File: src/dma_irq_pkg.sv
// shared constants for the dma interrupt request logic
package dma_irq_pkg;
  localparam int NUM_USER_IRQ = 16;
  localparam int MAX_VECTORS = 32;
  localparam int VEC_W = 5;
  localparam int DESC_CNT_W = 16;
  localparam int ADDR_W = 64;
  // byte step between adjacent descriptors
  localparam int DESC_STRIDE = 32;
  // legacy line codes
  localparam logic [1:0] LEG_LINE_A = 2'h0;
  localparam logic [1:0] LEG_LINE_B = 2'h1;
  localparam logic [1:0] LEG_LINE_C = 2'h2;
  localparam logic [1:0] LEG_LINE_D = 2'h3;
  // signalling modes
  localparam logic [1:0] MODE_LEGACY = 2'h0;
  localparam logic [1:0] MODE_MSI = 2'h1;
  localparam logic [1:0] MODE_MSIX = 2'h2;
  // reset source select
  localparam logic [1:0] RST_SRC_USER = 2'h0;
  localparam logic [1:0] RST_SRC_SYS = 2'h1;
  localparam logic [1:0] RST_SRC_PHY = 2'h2;
  localparam logic [1:0] RST_SRC_RESET = 2'h0;
  // engine indices
  localparam int ENG_HOST_TO_CARD_IDX = 0;
  localparam int ENG_CARD_TO_HOST_IDX = 1;
  localparam int NUM_ENG = 2;
  // error codes
  localparam logic [1:0] ERR_NONE = 2'h0;
  localparam logic [1:0] ERR_FETCH = 2'h1;
  localparam logic [1:0] ERR_DATA = 2'h2;
endpackage

File: src/dma_engine_seq.sv
// one transfer engine: descriptor fetch, data move, completion status
`timescale 1ns/1ps
module dma_engine_seq #(
  parameter int CNT_W = dma_irq_pkg::DESC_CNT_W,
  parameter int AW = dma_irq_pkg::ADDR_W
) (
  input wire logic core_clk,
  input wire logic dma_rstn,
  input wire logic run,
  input wire logic [AW-1:0] desc_start_addr,
  input wire logic [CNT_W-1:0] desc_adjacent,
  output logic desc_fetch_req,
  output logic [AW-1:0] desc_fetch_addr,
  input wire logic desc_fetch_ack,
  input wire logic desc_fetch_err,
  output logic data_move_req,
  input wire logic data_move_done,
  input wire logic data_move_err,
  output logic busy,
  output logic done_pulse,
  output logic [1:0] err_code,
  output logic [CNT_W-1:0] desc_completed
);
  typedef enum logic [3:0] {
    ST_IDLE = 4'b0001,
    ST_FETCH = 4'b0010,
    ST_MOVE = 4'b0100,
    ST_DONE = 4'b1000
  } eng_state_t;

  eng_state_t state_q;
  logic [CNT_W-1:0] left_q;
  logic [AW-1:0] addr_q;
  logic [CNT_W-1:0] cnt_q;
  logic [1:0] err_q;
  logic done_q;

  // fetch each descriptor, then move its data, in turn
  always_ff @(posedge core_clk or negedge dma_rstn) begin
    if (!dma_rstn) begin
      state_q <= ST_IDLE;
      left_q <= '0;
      addr_q <= '0;
    end else begin
      unique case (state_q)
        ST_IDLE: begin
          if (run) begin
            state_q <= ST_FETCH;
            left_q <= desc_adjacent;
            addr_q <= desc_start_addr;
          end
        end
        ST_FETCH: begin
          if (desc_fetch_err) begin
            state_q <= ST_DONE;
          end else if (desc_fetch_ack) begin
            state_q <= ST_MOVE;
          end
        end
        ST_MOVE: begin
          if (data_move_err) begin
            state_q <= ST_DONE;
          end else if (data_move_done) begin
            if (left_q == '0) begin
              state_q <= ST_DONE;
            end else begin
              left_q <= left_q - 1'b1;
              addr_q <= addr_q + AW'(dma_irq_pkg::DESC_STRIDE);
              state_q <= ST_FETCH;
            end
          end
        end
        ST_DONE: begin
          if (!run) begin
            state_q <= ST_IDLE;
          end
        end
        default: state_q <= ST_IDLE;
      endcase
    end
  end

  // completed count and error status
  always_ff @(posedge core_clk or negedge dma_rstn) begin
    if (!dma_rstn) begin
      cnt_q <= '0;
      err_q <= dma_irq_pkg::ERR_NONE;
    end else if (state_q == ST_IDLE && run) begin
      cnt_q <= '0;
      err_q <= dma_irq_pkg::ERR_NONE;
    end else if (state_q == ST_FETCH && desc_fetch_err) begin
      err_q <= dma_irq_pkg::ERR_FETCH;
    end else if (state_q == ST_MOVE && data_move_err) begin
      err_q <= dma_irq_pkg::ERR_DATA;
    end else if (state_q == ST_MOVE && data_move_done) begin
      cnt_q <= cnt_q + 1'b1;
    end
  end

  // completion pulse when chain ends
  always_ff @(posedge core_clk or negedge dma_rstn) begin
    if (!dma_rstn) begin
      done_q <= 1'b0;
    end else begin
      done_q <= (state_q == ST_MOVE) && (data_move_err || (data_move_done && left_q == '0))
        || (state_q == ST_FETCH && desc_fetch_err);
    end
  end

  assign desc_fetch_req = (state_q == ST_FETCH);
  assign desc_fetch_addr = addr_q;
  assign data_move_req = (state_q == ST_MOVE);
  assign busy = (state_q == ST_FETCH) || (state_q == ST_MOVE);
  assign done_pulse = done_q;
  assign err_code = err_q;
  assign desc_completed = cnt_q;
endmodule

File: src/dma_irq_request_logic.sv
// interrupt signalling, completion status and reset selection of the dma
`timescale 1ns/1ps
module dma_irq_request_logic #(
  parameter int NUM_USR = dma_irq_pkg::NUM_USER_IRQ,
  parameter int MSI_VECTORS = dma_irq_pkg::MAX_VECTORS,
  parameter int CNT_W = dma_irq_pkg::DESC_CNT_W,
  parameter int AW = dma_irq_pkg::ADDR_W
) (
  input wire logic core_clk,
  input wire logic rstn,
  input wire logic user_rstn,
  input wire logic sys_rstn,
  input wire logic phy_ready,
  input wire logic [1:0] reset_source_sel,
  input wire logic [1:0] irq_mode,
  input wire logic [1:0] legacy_line_sel,
  input wire logic [dma_irq_pkg::VEC_W-1:0] chan_vector,
  input wire logic [dma_irq_pkg::VEC_W-1:0] user_vector,
  input wire logic [dma_irq_pkg::NUM_ENG-1:0] eng_irq_enable_mask,
  input wire logic [dma_irq_pkg::NUM_ENG-1:0] eng_run,
  input wire logic [dma_irq_pkg::NUM_ENG*AW-1:0] desc_start_addr,
  input wire logic [dma_irq_pkg::NUM_ENG*CNT_W-1:0] desc_adjacent,
  output logic [dma_irq_pkg::NUM_ENG-1:0] desc_fetch_req,
  output logic [dma_irq_pkg::NUM_ENG*AW-1:0] desc_fetch_addr,
  input wire logic [dma_irq_pkg::NUM_ENG-1:0] desc_fetch_ack,
  input wire logic [dma_irq_pkg::NUM_ENG-1:0] desc_fetch_err,
  output logic [dma_irq_pkg::NUM_ENG-1:0] data_move_req,
  input wire logic [dma_irq_pkg::NUM_ENG-1:0] data_move_done,
  input wire logic [dma_irq_pkg::NUM_ENG-1:0] data_move_err,
  output logic [dma_irq_pkg::NUM_ENG-1:0] eng_busy,
  output logic [dma_irq_pkg::NUM_ENG*2-1:0] eng_err_code,
  output logic [dma_irq_pkg::NUM_ENG*CNT_W-1:0] eng_desc_completed,
  output logic [dma_irq_pkg::NUM_ENG-1:0] chan_irq_pending,
  input wire logic [dma_irq_pkg::NUM_ENG-1:0] chan_irq_clear,
  input wire logic [NUM_USR-1:0] usr_irq_req,
  output logic [NUM_USR-1:0] usr_irq_ack,
  output logic legacy_assert,
  output logic [1:0] legacy_line,
  output logic msg_valid,
  input wire logic msg_ready,
  output logic [dma_irq_pkg::VEC_W-1:0] msg_vector,
  output logic dma_rstn_out
);
  if (MSI_VECTORS < 1 || MSI_VECTORS > dma_irq_pkg::MAX_VECTORS) begin
    $error("MSI_VECTORS out of range");
  end
  if (NUM_USR < 1 || NUM_USR + dma_irq_pkg::NUM_ENG > dma_irq_pkg::MAX_VECTORS) begin
    $error("NUM_USR out of range");
  end

  localparam int NE = dma_irq_pkg::NUM_ENG;
  localparam int VW = dma_irq_pkg::VEC_W;

  // reset source selection
  logic sel_rst;
  always_comb begin
    unique case (reset_source_sel)
      dma_irq_pkg::RST_SRC_SYS: sel_rst = sys_rstn;
      dma_irq_pkg::RST_SRC_PHY: sel_rst = phy_ready;
      default: sel_rst = user_rstn;
    endcase
  end

  // phy ready releases once; a later link drop does not reset the engines
  logic phy_src;
  logic phy_seen_q;
  logic rst_sync1_q;
  logic rst_sync2_q;
  assign phy_src = (reset_source_sel == dma_irq_pkg::RST_SRC_PHY);
  // forgotten when another source is chosen, so that source resets again
  always_ff @(posedge core_clk or negedge rstn) begin
    if (!rstn) begin
      phy_seen_q <= 1'b0;
    end else begin
      phy_seen_q <= phy_src && (phy_seen_q || phy_ready);
    end
  end

  always_ff @(posedge core_clk or negedge rstn) begin
    if (!rstn) begin
      rst_sync1_q <= 1'b0;
      rst_sync2_q <= 1'b0;
    end else begin
      rst_sync1_q <= sel_rst | (phy_src && phy_seen_q);
      rst_sync2_q <= rst_sync1_q;
    end
  end

  logic dma_rstn;
  assign dma_rstn = rst_sync2_q;
  assign dma_rstn_out = dma_rstn;

  // engines
  logic [NE-1:0] eng_done;
  genvar g;
  generate
    for (g = 0; g < NE; g++) begin : g_eng
      dma_engine_seq #(.CNT_W(CNT_W), .AW(AW)) u_eng (
        .core_clk(core_clk),
        .dma_rstn(dma_rstn),
        .run(eng_run[g]),
        .desc_start_addr(desc_start_addr[g*AW +: AW]),
        .desc_adjacent(desc_adjacent[g*CNT_W +: CNT_W]),
        .desc_fetch_req(desc_fetch_req[g]),
        .desc_fetch_addr(desc_fetch_addr[g*AW +: AW]),
        .desc_fetch_ack(desc_fetch_ack[g]),
        .desc_fetch_err(desc_fetch_err[g]),
        .data_move_req(data_move_req[g]),
        .data_move_done(data_move_done[g]),
        .data_move_err(data_move_err[g]),
        .busy(eng_busy[g]),
        .done_pulse(eng_done[g]),
        .err_code(eng_err_code[g*2 +: 2]),
        .desc_completed(eng_desc_completed[g*CNT_W +: CNT_W])
      );
    end
  endgenerate

  // sticky per-engine pending, set wins over clear
  logic [NE-1:0] chan_pend_q;
  always_ff @(posedge core_clk or negedge dma_rstn) begin
    if (!dma_rstn) begin
      chan_pend_q <= '0;
    end else begin
      chan_pend_q <= (chan_pend_q & ~chan_irq_clear) | eng_done;
    end
  end
  assign chan_irq_pending = chan_pend_q;

  // mask gates the channel interrupt
  logic [NE-1:0] chan_active;
  assign chan_active = chan_pend_q & eng_irq_enable_mask;

  // new user requests: rising edge of each request line
  logic [NUM_USR-1:0] usr_prev_q;
  logic [NUM_USR-1:0] usr_pend_q;
  logic [NE-1:0] chan_sent_q;
  logic [NUM_USR-1:0] usr_issue;
  logic [NE-1:0] chan_issue;

  always_ff @(posedge core_clk or negedge dma_rstn) begin
    if (!dma_rstn) begin
      usr_prev_q <= '0;
    end else begin
      usr_prev_q <= usr_irq_req;
    end
  end

  // pending user request, new edge wins over issue; drops if line falls
  always_ff @(posedge core_clk or negedge dma_rstn) begin
    if (!dma_rstn) begin
      usr_pend_q <= '0;
    end else begin
      usr_pend_q <= ((usr_pend_q & ~usr_issue) | (usr_irq_req & ~usr_prev_q)) & usr_irq_req;
    end
  end

  // one message per channel completion
  always_ff @(posedge core_clk or negedge dma_rstn) begin
    if (!dma_rstn) begin
      chan_sent_q <= '0;
    end else begin
      chan_sent_q <= (chan_sent_q | chan_issue) & chan_pend_q & ~eng_done;
    end
  end

  // first-set-bit picker, used for both source groups
  function automatic logic [31:0] first_bit(input logic [31:0] v);
    logic [31:0] r;
    r = '0;
    for (int i = 31; i >= 0; i--) begin
      if (v[i]) begin
        r = 32'h0000_0000 | (32'h0000_0001 << i);
      end
    end
    return r;
  endfunction

  function automatic logic [VW-1:0] bit_index(input logic [31:0] v);
    logic [VW-1:0] r;
    r = '0;
    for (int i = 0; i < 32; i++) begin
      if (v[i]) begin
        r = VW'(i);
      end
    end
    return r;
  endfunction

  logic [NE-1:0] chan_want;
  logic [31:0] chan_pick;
  logic [31:0] usr_pick;
  logic is_msix;
  logic is_legacy;
  logic fire;
  assign is_msix = (irq_mode == dma_irq_pkg::MODE_MSIX);
  assign is_legacy = (irq_mode == dma_irq_pkg::MODE_LEGACY);
  assign chan_want = chan_active & ~chan_sent_q;
  assign chan_pick = first_bit(32'(chan_want));
  assign usr_pick = (chan_want != '0) ? 32'h0000_0000 : first_bit(32'(usr_pend_q));
  // legacy issues immediately; messages wait for ready
  assign fire = is_legacy || (msg_valid && msg_ready);
  assign chan_issue = fire ? NE'(chan_pick) : '0;
  assign usr_issue = fire ? NUM_USR'(usr_pick) : '0;

  // message vector: msi shares programmed vectors, msi-x one entry per source
  logic [VW-1:0] vec_d;
  logic [VW-1:0] vec_q;
  logic want_any;
  logic want_q;
  always_comb begin
    if (is_msix) begin
      vec_d = (chan_want != '0) ? bit_index(chan_pick)
        : VW'(bit_index(usr_pick) + VW'(NE));
    end else if (chan_want != '0) begin
      vec_d = chan_vector;
    end else begin
      vec_d = user_vector;
    end
    if (!is_msix && vec_d >= VW'(MSI_VECTORS - 1)) begin
      vec_d = VW'(MSI_VECTORS - 1);
    end
  end

  always_ff @(posedge core_clk or negedge dma_rstn) begin
    if (!dma_rstn) begin
      vec_q <= '0;
    end else begin
      vec_q <= vec_d;
    end
  end
  assign msg_vector = vec_q;
  // offer only once the vector flop holds the current selection
  assign want_any = (chan_want != '0) || (usr_pend_q != '0);
  assign msg_valid = !is_legacy && want_any && want_q && (vec_q == vec_d);

  // one-cycle ack after the request is issued
  always_ff @(posedge core_clk or negedge dma_rstn) begin
    if (!dma_rstn) begin
      usr_irq_ack <= '0;
    end else begin
      usr_irq_ack <= usr_issue;
    end
  end

  // legacy level follows any active source; line code A=0..D=3
  always_ff @(posedge core_clk or negedge dma_rstn) begin
    if (!dma_rstn) begin
      legacy_assert <= 1'b0;
      legacy_line <= dma_irq_pkg::LEG_LINE_A;
      want_q <= 1'b0;
    end else begin
      legacy_assert <= is_legacy && ((chan_active != '0) || (usr_irq_req != '0));
      legacy_line <= legacy_line_sel;
      want_q <= want_any;
    end
  end
endmodule

File: config.mk
export PLATFORM = sky130hd
export DESIGN_NAME = dma_irq_request_logic
export DESIGN_NICKNAME = d
export VERILOG_FILES = /design/src/dma_irq_pkg.sv /design/src/dma_engine_seq.sv /design/src/dma_irq_request_logic.sv
export SDC_FILE = /design/constraint.sdc
export NUM_CORES = 1
export LEC_CHECK = 0
export CAP_MARGIN = 10
export CORE_ASPECT_RATIO = 0.75
export CORE_MARGIN = 10
export CORE_UTILIZATION = 45
export DETAILED_ROUTE_END_ITERATION = 10
export DONT_BUFFER_PORTS = 1
export GPL_ROUTABILITY_DRIVEN = 0
export SKIP_LAST_GASP = 1
export SLEW_MARGIN = 10
export SYNTH_ARGS = -nofsm -noshare
export SYNTH_HDL_FRONTEND = slang
export SYNTH_HIERARCHICAL = 1
export SYNTH_SLANG_ARGS = --single-unit
File: constraint.sdc
create_clock -name core_clk -period 11.6 [get_ports core_clk]
set_input_delay 1.16 -clock core_clk [delete_from_list [all_inputs] [get_ports core_clk]]
set_output_delay 1.16 -clock core_clk [all_outputs]
set_load 0.03 [all_outputs]
==> results.sh, run 1 <==
export IMPL_status="completed"
export IMPL_post_place_ws_ns=7.048
export IMPL_dr_pass1_iters=6
export IMPL_end_kind="output pin"
export IMPL_rsz0062_at_grt="false"
export IMPL_fin_util_pct=49.34
export IMPL_avgSynthCellArea_um2=8.612
export IMPL_grt_pass1_vias=13899
export IMPL_htree_levels=1
export IMPL_clkLatencyLatePin_ns=0.58
export IMPL_fin_nets=2044
export IMPL_layout_drive_gt1_share_pct=7.147
export IMPL_dpl_cell_count=2255
export IMPL_numCtsBuffers=30
export IMPL_post_cts_resized=0
export IMPL_portBuffers=0
export IMPL_cts_sinks=270
export IMPL_synth_common_cells="268 x dfrtp_1, 179 x nand2_1, 157 x a21oi_1, 146 x nor2_1, 112 x o21ai_0"
export IMPL_synth_most_common_cell="dfrtp_1"
export IMPL_vias=15129
export IMPL_synth_top_area_share_pct=41.31
export IMPL_final_setup_worst_slack_ns=6.391
export IMPL_layout_min_cycle_time_ns=5.209
export IMPL_dp_hpwl_um=40000
export IMPL_slew_headroom_pct=25.14
export IMPL_critPathArrivalTime_ns=4.05
export IMPL_timing_fmax_mhz=192.0
export IMPL_r2r_end="usr_pend_q[14]$_DFF_PN0_"
export IMPL_drtIter0Drc=1819
export IMPL_synth_largest_area_cell="dfrtp_1"
export IMPL_r2r_slack_ns=7.57
export IMPL_post_route_period_util_pct=44.90
export IMPL_viasPerCell=6.507
export IMPL_drt_antenna_violating_nets=0
export IMPL_drc=0
export IMPL_dieArea_mm2=0.04415
export IMPL_syn_nets=2106
export IMPL_tightest_slew_ns=1.113
export IMPL_drv_cap=0
export IMPL_hold_viol=0
export IMPL_final_cells=2325
export IMPL_yosys_most_used_dff="dfrtp_1"
export IMPL_r2r_cells=12
export IMPL_synth_seq_cells=270
export IMPL_cts_tree="built"
export IMPL_crit_required_ns=10.44
export IMPL_postSynthCellCount=1885
export IMPL_grt_max_degree=152
export IMPL_grt_use_total_pct=24.05
export IMPL_skew_ns=0.02321
export IMPL_path_clk_slew_ns=0.06
export IMPL_grt_pass1_wl_um=85130
export IMPL_io_pins=410
export IMPL_yosys_warnings=6
export IMPL_antenna_found_initial=14
export IMPL_setup_viol=0
export IMPL_grt_remaining_overflow=0
export IMPL_power_density_mw_per_mm2=250.3
export IMPL_synth_edf_count=0
export IMPL_coreArea_mm2=0.03573
export IMPL_rows=60
export IMPL_fillCellCount=3357
export IMPL_die_h_um=184.5
export IMPL_crit_fanout=9
export IMPL_start_util_pct=45.43
export IMPL_cts_hold_buf=0
export IMPL_path_class="flip-flop to output pin"
export IMPL_synth_cell_types=83
export IMPL_synthArstFlopShare_pct=100.0
export IMPL_peakVddDrop_mv=0.1342
export IMPL_fin_total_pwr_mw=4.414
export IMPL_timing_setup_tns_ns=0
export IMPL_wl_um=55650
export IMPL_syn_to_final_growth_pct=8.617
export IMPL_finalMaxSlewViolations=0
export IMPL_reg2reg_from="usr_pend_q[11]$_DFF_PN0_"
export IMPL_post_cts_setup_buffer_count=0
export IMPL_hp_class="input port to async pin"
export IMPL_syn_area_mm2=0.01623
export IMPL_synth_area_top_cells="dfrtp_1 41%, a21oi_1 4.8%, nand2_1 4.1%"
export IMPL_cts_buffer_depth=3
export IMPL_wire_per_inst_um=23.93
export IMPL_ys_seq_area_share_pct=41.64
export IMPL_cts_root_buffer="clkbuf_16"
export IMPL_cp_start_kind="flip-flop"
export IMPL_p_leak_nw=6.962
export IMPL_die_w_um=239.3
critical path, cell delays in order (launching register included):
cell      delay [ns]
dfrtp_1         0.41
or4_1           0.59
nor3_1          0.76
a211oi_1        0.17
nor3_1          0.18
ha_1            0.26
mux2i_1         0.12
o21ai_0         0.12
xor2_1          0.20
a221oi_4        0.26
and3_1          0.40
cells in the final DEF (no fill, tap or decap), drive strengths merged, types with 17 or more instances in the layout:
cell,Yosys,final
o211ai,41,41
and2,18,18
inv,57,57
nor4,42,42
clkbuf,90,46
or3,25,25
mux2i,29,29
nor2,146,146
nor2b,30,30
nand4,74,74
dfrtp,268,268
and3,41,41
o21ai,114,114
buf,23,18
nand3,92,92
a21oi,158,158
or4,20,20
and4,40,40
o22ai,19,19
a31oi,28,28
o22a,24,24
nand2,181,181
nor3,53,53
a22oi,17,17
how the worst max path moves through the flow:
stage,from,to,slack [ns],cells past startpoint
4_1_cts,usr_pend_q[11]$_DFF_PN0_,msg_valid,6.46,10
5_1_grt,usr_pend_q[10]$_DFF_PN0_,msg_valid,6.06,10
2_1_floorplan,dma_rstn_out$_DFF_PN0_,chan_irq_pending[0]$_DFF_PN0_,3.30,0
3_3_place_gp,usr_pend_q[10]$_DFF_PN0_,msg_valid,7.04,10
3_5_place_dp,usr_pend_q[10]$_DFF_PN0_,msg_valid,7.05,10
6_report,usr_pend_q[11]$_DFF_PN0_,msg_valid,6.39,10
power breakdown:
part,switching (mW),internal (mW)
Clock,0.411,0.623
Sequential,1.07,1.20
Combinational,0.670,0.438
Total,2.15,2.26
cell families after synthesis:
logic type                 count (synthesis)  share of synthesized area [%]
and+or+nand+nor                          841                          28.27
AOI/OAI and AO/OA                        540                          21.98
DFF                                      270                          41.64
buffers and inverters                    170                          4.224
muxes                                     29                          1.788
xor gates and xnor gates                  26                          1.403
adders and majority gates                  9                         0.6937
layer usage:
| layer | global-route usage, % | share of wire [%] | vias up |
|---|---|---|---|
| met4 | 7.624 | 2.9 | 4 |
| met5 | 0 | 0.049 | - |
| met1 | 33.62 | 43 | 7388 |
| met2 | 34.88 | 44 | 676 |
| li1 | - | - | 6979 |
| met3 | 7.193 | 10 | 82 |
registers in the layout, indices dropped and copies added, names as in the netlist, 2 cells and up:
signal                       cells
chan_irq_pending                 2
g_eng.u_eng/desc_fetch_addr    128
g_eng.u_eng/state_q              8
msg_vector                       5
g_eng.u_eng/err_code             4
usr_pend_q                      16
g_eng.u_eng/desc_completed      32
usr_prev_q                      16
g_eng.u_eng/left_q              32
usr_irq_ack                     16
chan_sent_q                      2
g_eng.u_eng/done_pulse           2
legacy_line                      2
stage by stage:
stage	hold WS [ns]	cell area, um^2
after CTS	0.2490	17590
after floorplan	0.3312	16230
after global routing	0.2481	17620
after global placement	0.3258	16530
after detailed placement	0.3295	16530
final	0.2836	17630
cell type report:
class / count / area, um^2 / share of cell area (%)
Antenna cell: 13 / 32.53 / 0.1845
Clock buffer: 45 / 898.4 / 5.095
Clock inverter: 11 / 166.4 / 0.9438
Inverter: 57 / 219.0 / 1.242
Multi-Input combinational cell: 1445 / 8818 / 50.01
Sequential cell: 270 / 6763 / 38.36
Tap cell: 465 / 581.8 / 3.300
Timing Repair Buffer: 19 / 152.6 / 0.8657
No activity file was read; power rests on OpenSTA's default activity.
==> inputs of run 2 (changes only) <==
clock period = 4.3 ns   (was 11.6 ns; I/O delays follow)
==> run 2 against run 1 <==
Against the previous run:
- die area unchanged
- wire length rose by 2.5%
- register-to-register slack got worse by 6.9 ns
- first-iteration DRC count decreased by 10%
- clock power increased to 2.7 times the previous value
- via count increased by 2.5%
- largest cell class unchanged
- utilization rose by 1.7 points
- hold slack worse by 0.26 ns
- final cell count up 2.4%
- global-route usage is 0.41 points higher
- largest power group unchanged
- critical path depth is the same
- clock skew is 0.0080 ns lower
==> results.sh, run 2 (synthesis results as in run 1) <==
export IMPL_setup_viol=0
export IMPL_drc=0
export IMPL_end_kind="output pin"
export IMPL_antenna_found_initial=12
export IMPL_status="completed"
export IMPL_cts_tree="built"
export IMPL_p_leak_nw=7.247
export IMPL_timing_setup_tns_ns=0
export IMPL_timing_fmax_mhz=245.9
export IMPL_rows=60
export IMPL_gr_usage_met1_pct=34.23
export IMPL_grt_use_met2_pct=36.27
export IMPL_clkLatencyLatePin_ns=0.58
export IMPL_crit_family="simple AND/OR/NAND/NOR gates"
export IMPL_crit_required_ns=3.87
export IMPL_cp_start_kind="flip-flop"
export IMPL_crit_fanout=7
export IMPL_critPathArrivalTime_ns=3.64
export IMPL_tightest_slew_ns=1.060
export IMPL_skew_ns=0.01518
export IMPL_hp_class="input port to flip-flop"
export IMPL_vias=15501
export IMPL_cts_buffer_depth=3
export IMPL_viasPerCell=6.513
export IMPL_placement_cell_area_mm2=0.01670
export IMPL_fin_total_pwr_mw=12.05
export IMPL_grt_max_degree=97
export IMPL_wire_per_inst_um=23.98
export IMPL_slew_headroom_pct=29.34
export IMPL_drv_cap=0
export IMPL_cts_sinks=270
export IMPL_grt_pass1_wl_um=86580
export IMPL_die_h_um=184.5
export IMPL_rsz0062_at_grt="false"
export IMPL_grt_pass1_vias=14237
export IMPL_power_density_mw_per_mm2=660.3
export IMPL_path_clk_slew_ns=0.06
export IMPL_coreArea_mm2=0.03573
export IMPL_io_pins=410
export IMPL_dp_hpwl_um=41200
export IMPL_final_cells=2380
export IMPL_dpl_cell_count=2270
export IMPL_path_cells="or4_4 > nor3_1 > o41ai_1 > a21oi_1 > ha_1 > mux2i_1 > o21ai_0 > xor2_1 > a221oi_4 > and3_2"
export IMPL_grt_remaining_overflow=0
export IMPL_layout_drive_gt1_share_pct=7.922
export IMPL_busiest_layer="met2"
export IMPL_largest_reg_flops=128
export IMPL_die_w_um=239.3
export IMPL_path_class="flip-flop to output pin"
export IMPL_numCtsBuffers=30
export IMPL_final_common_cell="dfrtp_1"
export IMPL_htree_levels=1
export IMPL_layout_min_cycle_time_ns=4.067
export IMPL_fillCellCount=3334
export IMPL_hold_viol=0
export IMPL_cts_root_buffer="clkbuf_16"
export IMPL_syn_to_final_growth_pct=12.46
export IMPL_cp_slowest_cell="or4_4"
export IMPL_peakVddDrop_mv=0.3872
export IMPL_use_met3_pct=6.551
export IMPL_drtIter0Drc=1638
export IMPL_fin_nets=2103
export IMPL_dr_pass1_iters=6
export IMPL_portBuffers=0
export IMPL_grt_use_total_pct=24.46
export IMPL_start_util_pct=45.43
export IMPL_finalMaxSlewViolations=0
export IMPL_mostFrequentLayoutCells="267 x dfrtp_1, 179 x nand2_1, 157 x a21oi_1, 146 x nor2_1, 112 x o21ai_0"
export IMPL_path_buf_inv=0
export IMPL_post_route_period_util_pct=94.59
export IMPL_drt_antenna_violating_nets=0
export IMPL_dieArea_mm2=0.04415
export IMPL_wl_um=57060
export IMPL_cpPeakStageDelay_ns=0.63
export IMPL_final_area_mm2=0.01826
run 2: through the flow:
stage	hold WS (ns)	setup WS (ns)	util [%]
floorplan	0.1344	0.9161	-
CTS	0.001085	0.1509	51.02
detailed placement	0.1346	0.6995	46.75
global route	0.02236	0.04890	51.07
finish	0.02617	0.2325	51.09
global placement	0.1346	0.8311	46.75
run 2: layout make-up:
type | count | area, um^2 | area share (%)
multi-input cells | 1445 | 8820 | 48.31
flip-flops and latches | 270 | 6763 | 37.05
clock buffers | 45 | 938.4 | 5.141
repair buffers | 78 | 773.2 | 4.236
well taps | 465 | 581.8 | 3.187
inverters | 57 | 219.0 | 1.199
clock inverters | 11 | 137.6 | 0.7539
diodes | 9 | 22.52 | 0.1234
run 2: worst paths after layout:
kind	from	endpoint	slack, ns	cells past startpoint
max reg2reg	usr_pend_q[3]$_DFF_PN0_	usr_irq_ack[5]$_DFF_PN0_	0.65	12
min reg2reg	rst_sync1_q$_DFF_PN0_	dma_rstn_out$_DFF_PN0_	0.35	0
min	desc_start_addr[60]	g_eng[0].u_eng/desc_fetch_addr[60]$_DFFE_PN0P_	0.03	2
max in group asynchronous	dma_rstn_out$_DFF_PN0_	usr_irq_ack[2]$_DFF_PN0_	2.78	1
min in group asynchronous	rstn	phy_seen_q$_DFF_PN0_	0.13	1
max	usr_pend_q[3]$_DFF_PN0_	msg_valid	0.23	10
run 2: repair_timing:
item	CTS	global route
hold buffers	45	0
setup endpoints to repair	0	1
gates resized for setup	0	1
buffers inserted	0	0
hold endpoints to repair	63	0
run 2: power breakdown:
group	leakage [nW]	internal (mW)	switching (mW)
Combinational	3.36	1.27	1.85
Sequential	3.36	3.25	2.90
Clock	0.527	1.68	1.11
Total	7.25	6.19	5.86
run 2: metal layers:
metal | routed length (um) | share of wire [%]
met3 | 5778 | 10
met4 | 1575 | 2.8
met1 | 24720 | 43
met2 | 24970 | 44
met5 | 18 | 0.032
==> inputs of run 3 (changes only) <==
clock period = 3.72 ns   (was 4.3 ns; I/O delays follow)
==> run 3 against run 2 <==
Against the previous run:
- the run now ends with negative setup slack left
- hold slack got worse by 0.0025 ns
- die area stayed put
- cell area increased by 3.3%
- flip-flop and latch count unchanged
- non-clock buffer count increased by 56
- register-to-register slack worse by 0.42 ns
- count of clock-buffer cells in the layout down 3
- clock power rose by 15%
- highest routed layer unchanged
==> results.sh, run 3 (synthesis results as in run 1) <==
export IMPL_whs_ns=0.02363
export IMPL_timing_setup_tns_ns=-0.02952
export IMPL_path_class="flip-flop to output pin"
export IMPL_power_density_mw_per_mm2=748.2
export IMPL_syn_to_final_growth_pct=16.15
export IMPL_final_common_cell="dfrtp_1"
export IMPL_timing_fmax_mhz=266.7
export IMPL_tightest_slew_ns=0.9664
export IMPL_rsz0062_at_grt="true"
export IMPL_grt_pass1_vias=14605
export IMPL_dp_hpwl_um=41530
export IMPL_status="complete, but fails checks"
export IMPL_grt_use_total_pct=25.02
export IMPL_skew_ns=0.01631
export IMPL_die_h_um=184.5
export IMPL_dpl_cell_count=2289
export IMPL_critPathArrivalTime_ns=3.38
export IMPL_slew_headroom_pct=35.57
export IMPL_cts_tree="built"
export IMPL_crit_fanout=6
export IMPL_dieArea_mm2=0.04415
export IMPL_wl_um=57820
export IMPL_drt_antenna_violating_nets=0
export IMPL_cts_root_buffer="clkbuf_16"
export IMPL_viasPerCell=6.461
export IMPL_portBuffers=0
export IMPL_drv_cap=0
export IMPL_hp_class="input port to flip-flop"
export IMPL_htree_levels=1
export IMPL_final_cells=2438
export IMPL_cts_buffer_depth=3
export IMPL_grt_remaining_overflow=0
export IMPL_violations="negative setup slack"
export IMPL_fin_total_pwr_mw=14.11
export IMPL_io_pins=410
export IMPL_finalMaxSlewViolations=0
export IMPL_setup_viol=1
export IMPL_crit_required_ns=3.35
export IMPL_largest_reg_flops=128
export IMPL_end_kind="output pin"
export IMPL_dr_pass1_iters=5
export IMPL_layout_drive_gt1_share_pct=9.276
export IMPL_grt_max_degree=104
export IMPL_drc=0
export IMPL_grt_pass1_wl_um=89020
export IMPL_path_clk_slew_ns=0.06
export IMPL_layout_min_cycle_time_ns=3.750
export IMPL_p_leak_nw=7.524
export IMPL_post_route_period_util_pct=100.8
export IMPL_min_path_cells=2
export IMPL_rows=60
export IMPL_die_w_um=239.3
export IMPL_wire_per_inst_um=23.72
export IMPL_peakVddDrop_mv=0.4862
export IMPL_vias=15751
export IMPL_drtIter0Drc=1795
export IMPL_antenna_found_initial=12
export IMPL_final_setup_worst_slack_ns=-0.02952
export IMPL_r2r_cells=13
export IMPL_start_util_pct=45.43
export IMPL_clkLatencyLatePin_ns=0.57
export IMPL_mostFrequentLayoutCells="266 x dfrtp_1, 178 x nand2_1, 157 x a21oi_1, 146 x nor2_1, 111 x o21ai_0"
export IMPL_numCtsBuffers=30
export IMPL_coreArea_mm2=0.03573
export IMPL_cts_sinks=270
export IMPL_hold_viol=0
export IMPL_fin_nets=2159
export IMPL_cp_start_kind="flip-flop"
==> run 3: what timing repair did <==
item	CTS	global route
hold buffers	76	0
endpoints found under the setup margin	1	1
pin swaps	2	5
hold endpoints to repair	91	0
gates resized for setup	7	9
setup buffers	4	2
==> run 3: path summary, 6_finish.rpt <==
check / start / endpoint / slack (ns)
max: usr_pend_q[9]$_DFF_PN0_ / msg_valid / -0.03
min: desc_adjacent[14] / g_eng[0].u_eng/left_q[14]$_DFFE_PN0P_ / 0.02
max reg2reg: usr_pend_q[9]$_DFF_PN0_ / usr_irq_ack[5]$_DFF_PN0_ / 0.23
min reg2reg: rst_sync1_q$_DFF_PN0_ / dma_rstn_out$_DFF_PN0_ / 0.35
max in group asynchronous: dma_rstn_out$_DFF_PN0_ / g_eng[0].u_eng/desc_fetch_addr[7]$_DFFE_PN0P_ / 2.26
min in group asynchronous: rstn / dma_rstn_out$_DFF_PN0_ / 0.07
==> run 3: report_power, final <==
part / leakage (nW) / switching, mW / total (mW) / internal (mW)
sequential: 3.36 / 3.27 / 7.03 / 3.76
clock: 0.512 / 1.27 / 3.20 / 1.93
combinational: 3.65 / 2.29 / 3.87 / 1.59
==> run 3: stage by stage <==
step | utilization, % | worst slack (ns) | cell area (um^2)
2_1_floorplan | - | 0.3819 | 16240
3_3_place_gp | 47.29 | 0.2841 | 16900
3_5_place_dp | 47.29 | 0.1614 | 16900
4_1_cts | 52.52 | 0.01616 | 18770
5_1_grt | 52.74 | -0.1456 | 18850
6_report | 52.76 | -0.02952 | 18850
==> run 3: routing by layer <==
layer / vias up / wire length (um) / global-route usage (%)
met4: 2 / 1621 / 7.903
met2: 737 / 25590 / 36.76
met5: - / 13 / 0
met1: 7692 / 25040 / 34.94
met3: 97 / 5557 / 6.909
li1: 7223 / - / -
==> run 3: critical path: stages, from the launching register on <==
cell and delay (ns):
dfrtp_2 0.43, or4_4 0.60, nor3_4 0.24, o41ai_2 0.12, a21oi_1 0.15, ha_1 0.25, mux2i_1 0.17, o21ai_2 0.11
xor2_2 0.18, a221oi_4 0.21, and3_4 0.22, buf_6 0.13
==> run 3: area by class of cell <==
type,count,area (um^2)
Fill cell,3328,16880
Multi-Input combinational cell,1445,8886
Sequential cell,270,6764
Timing Repair Buffer,134,1325
Clock buffer,42,847.1
Tap cell,465,581.8
Inverter,57,219.0
Clock inverter,14,203.9
Antenna cell,11,27.53
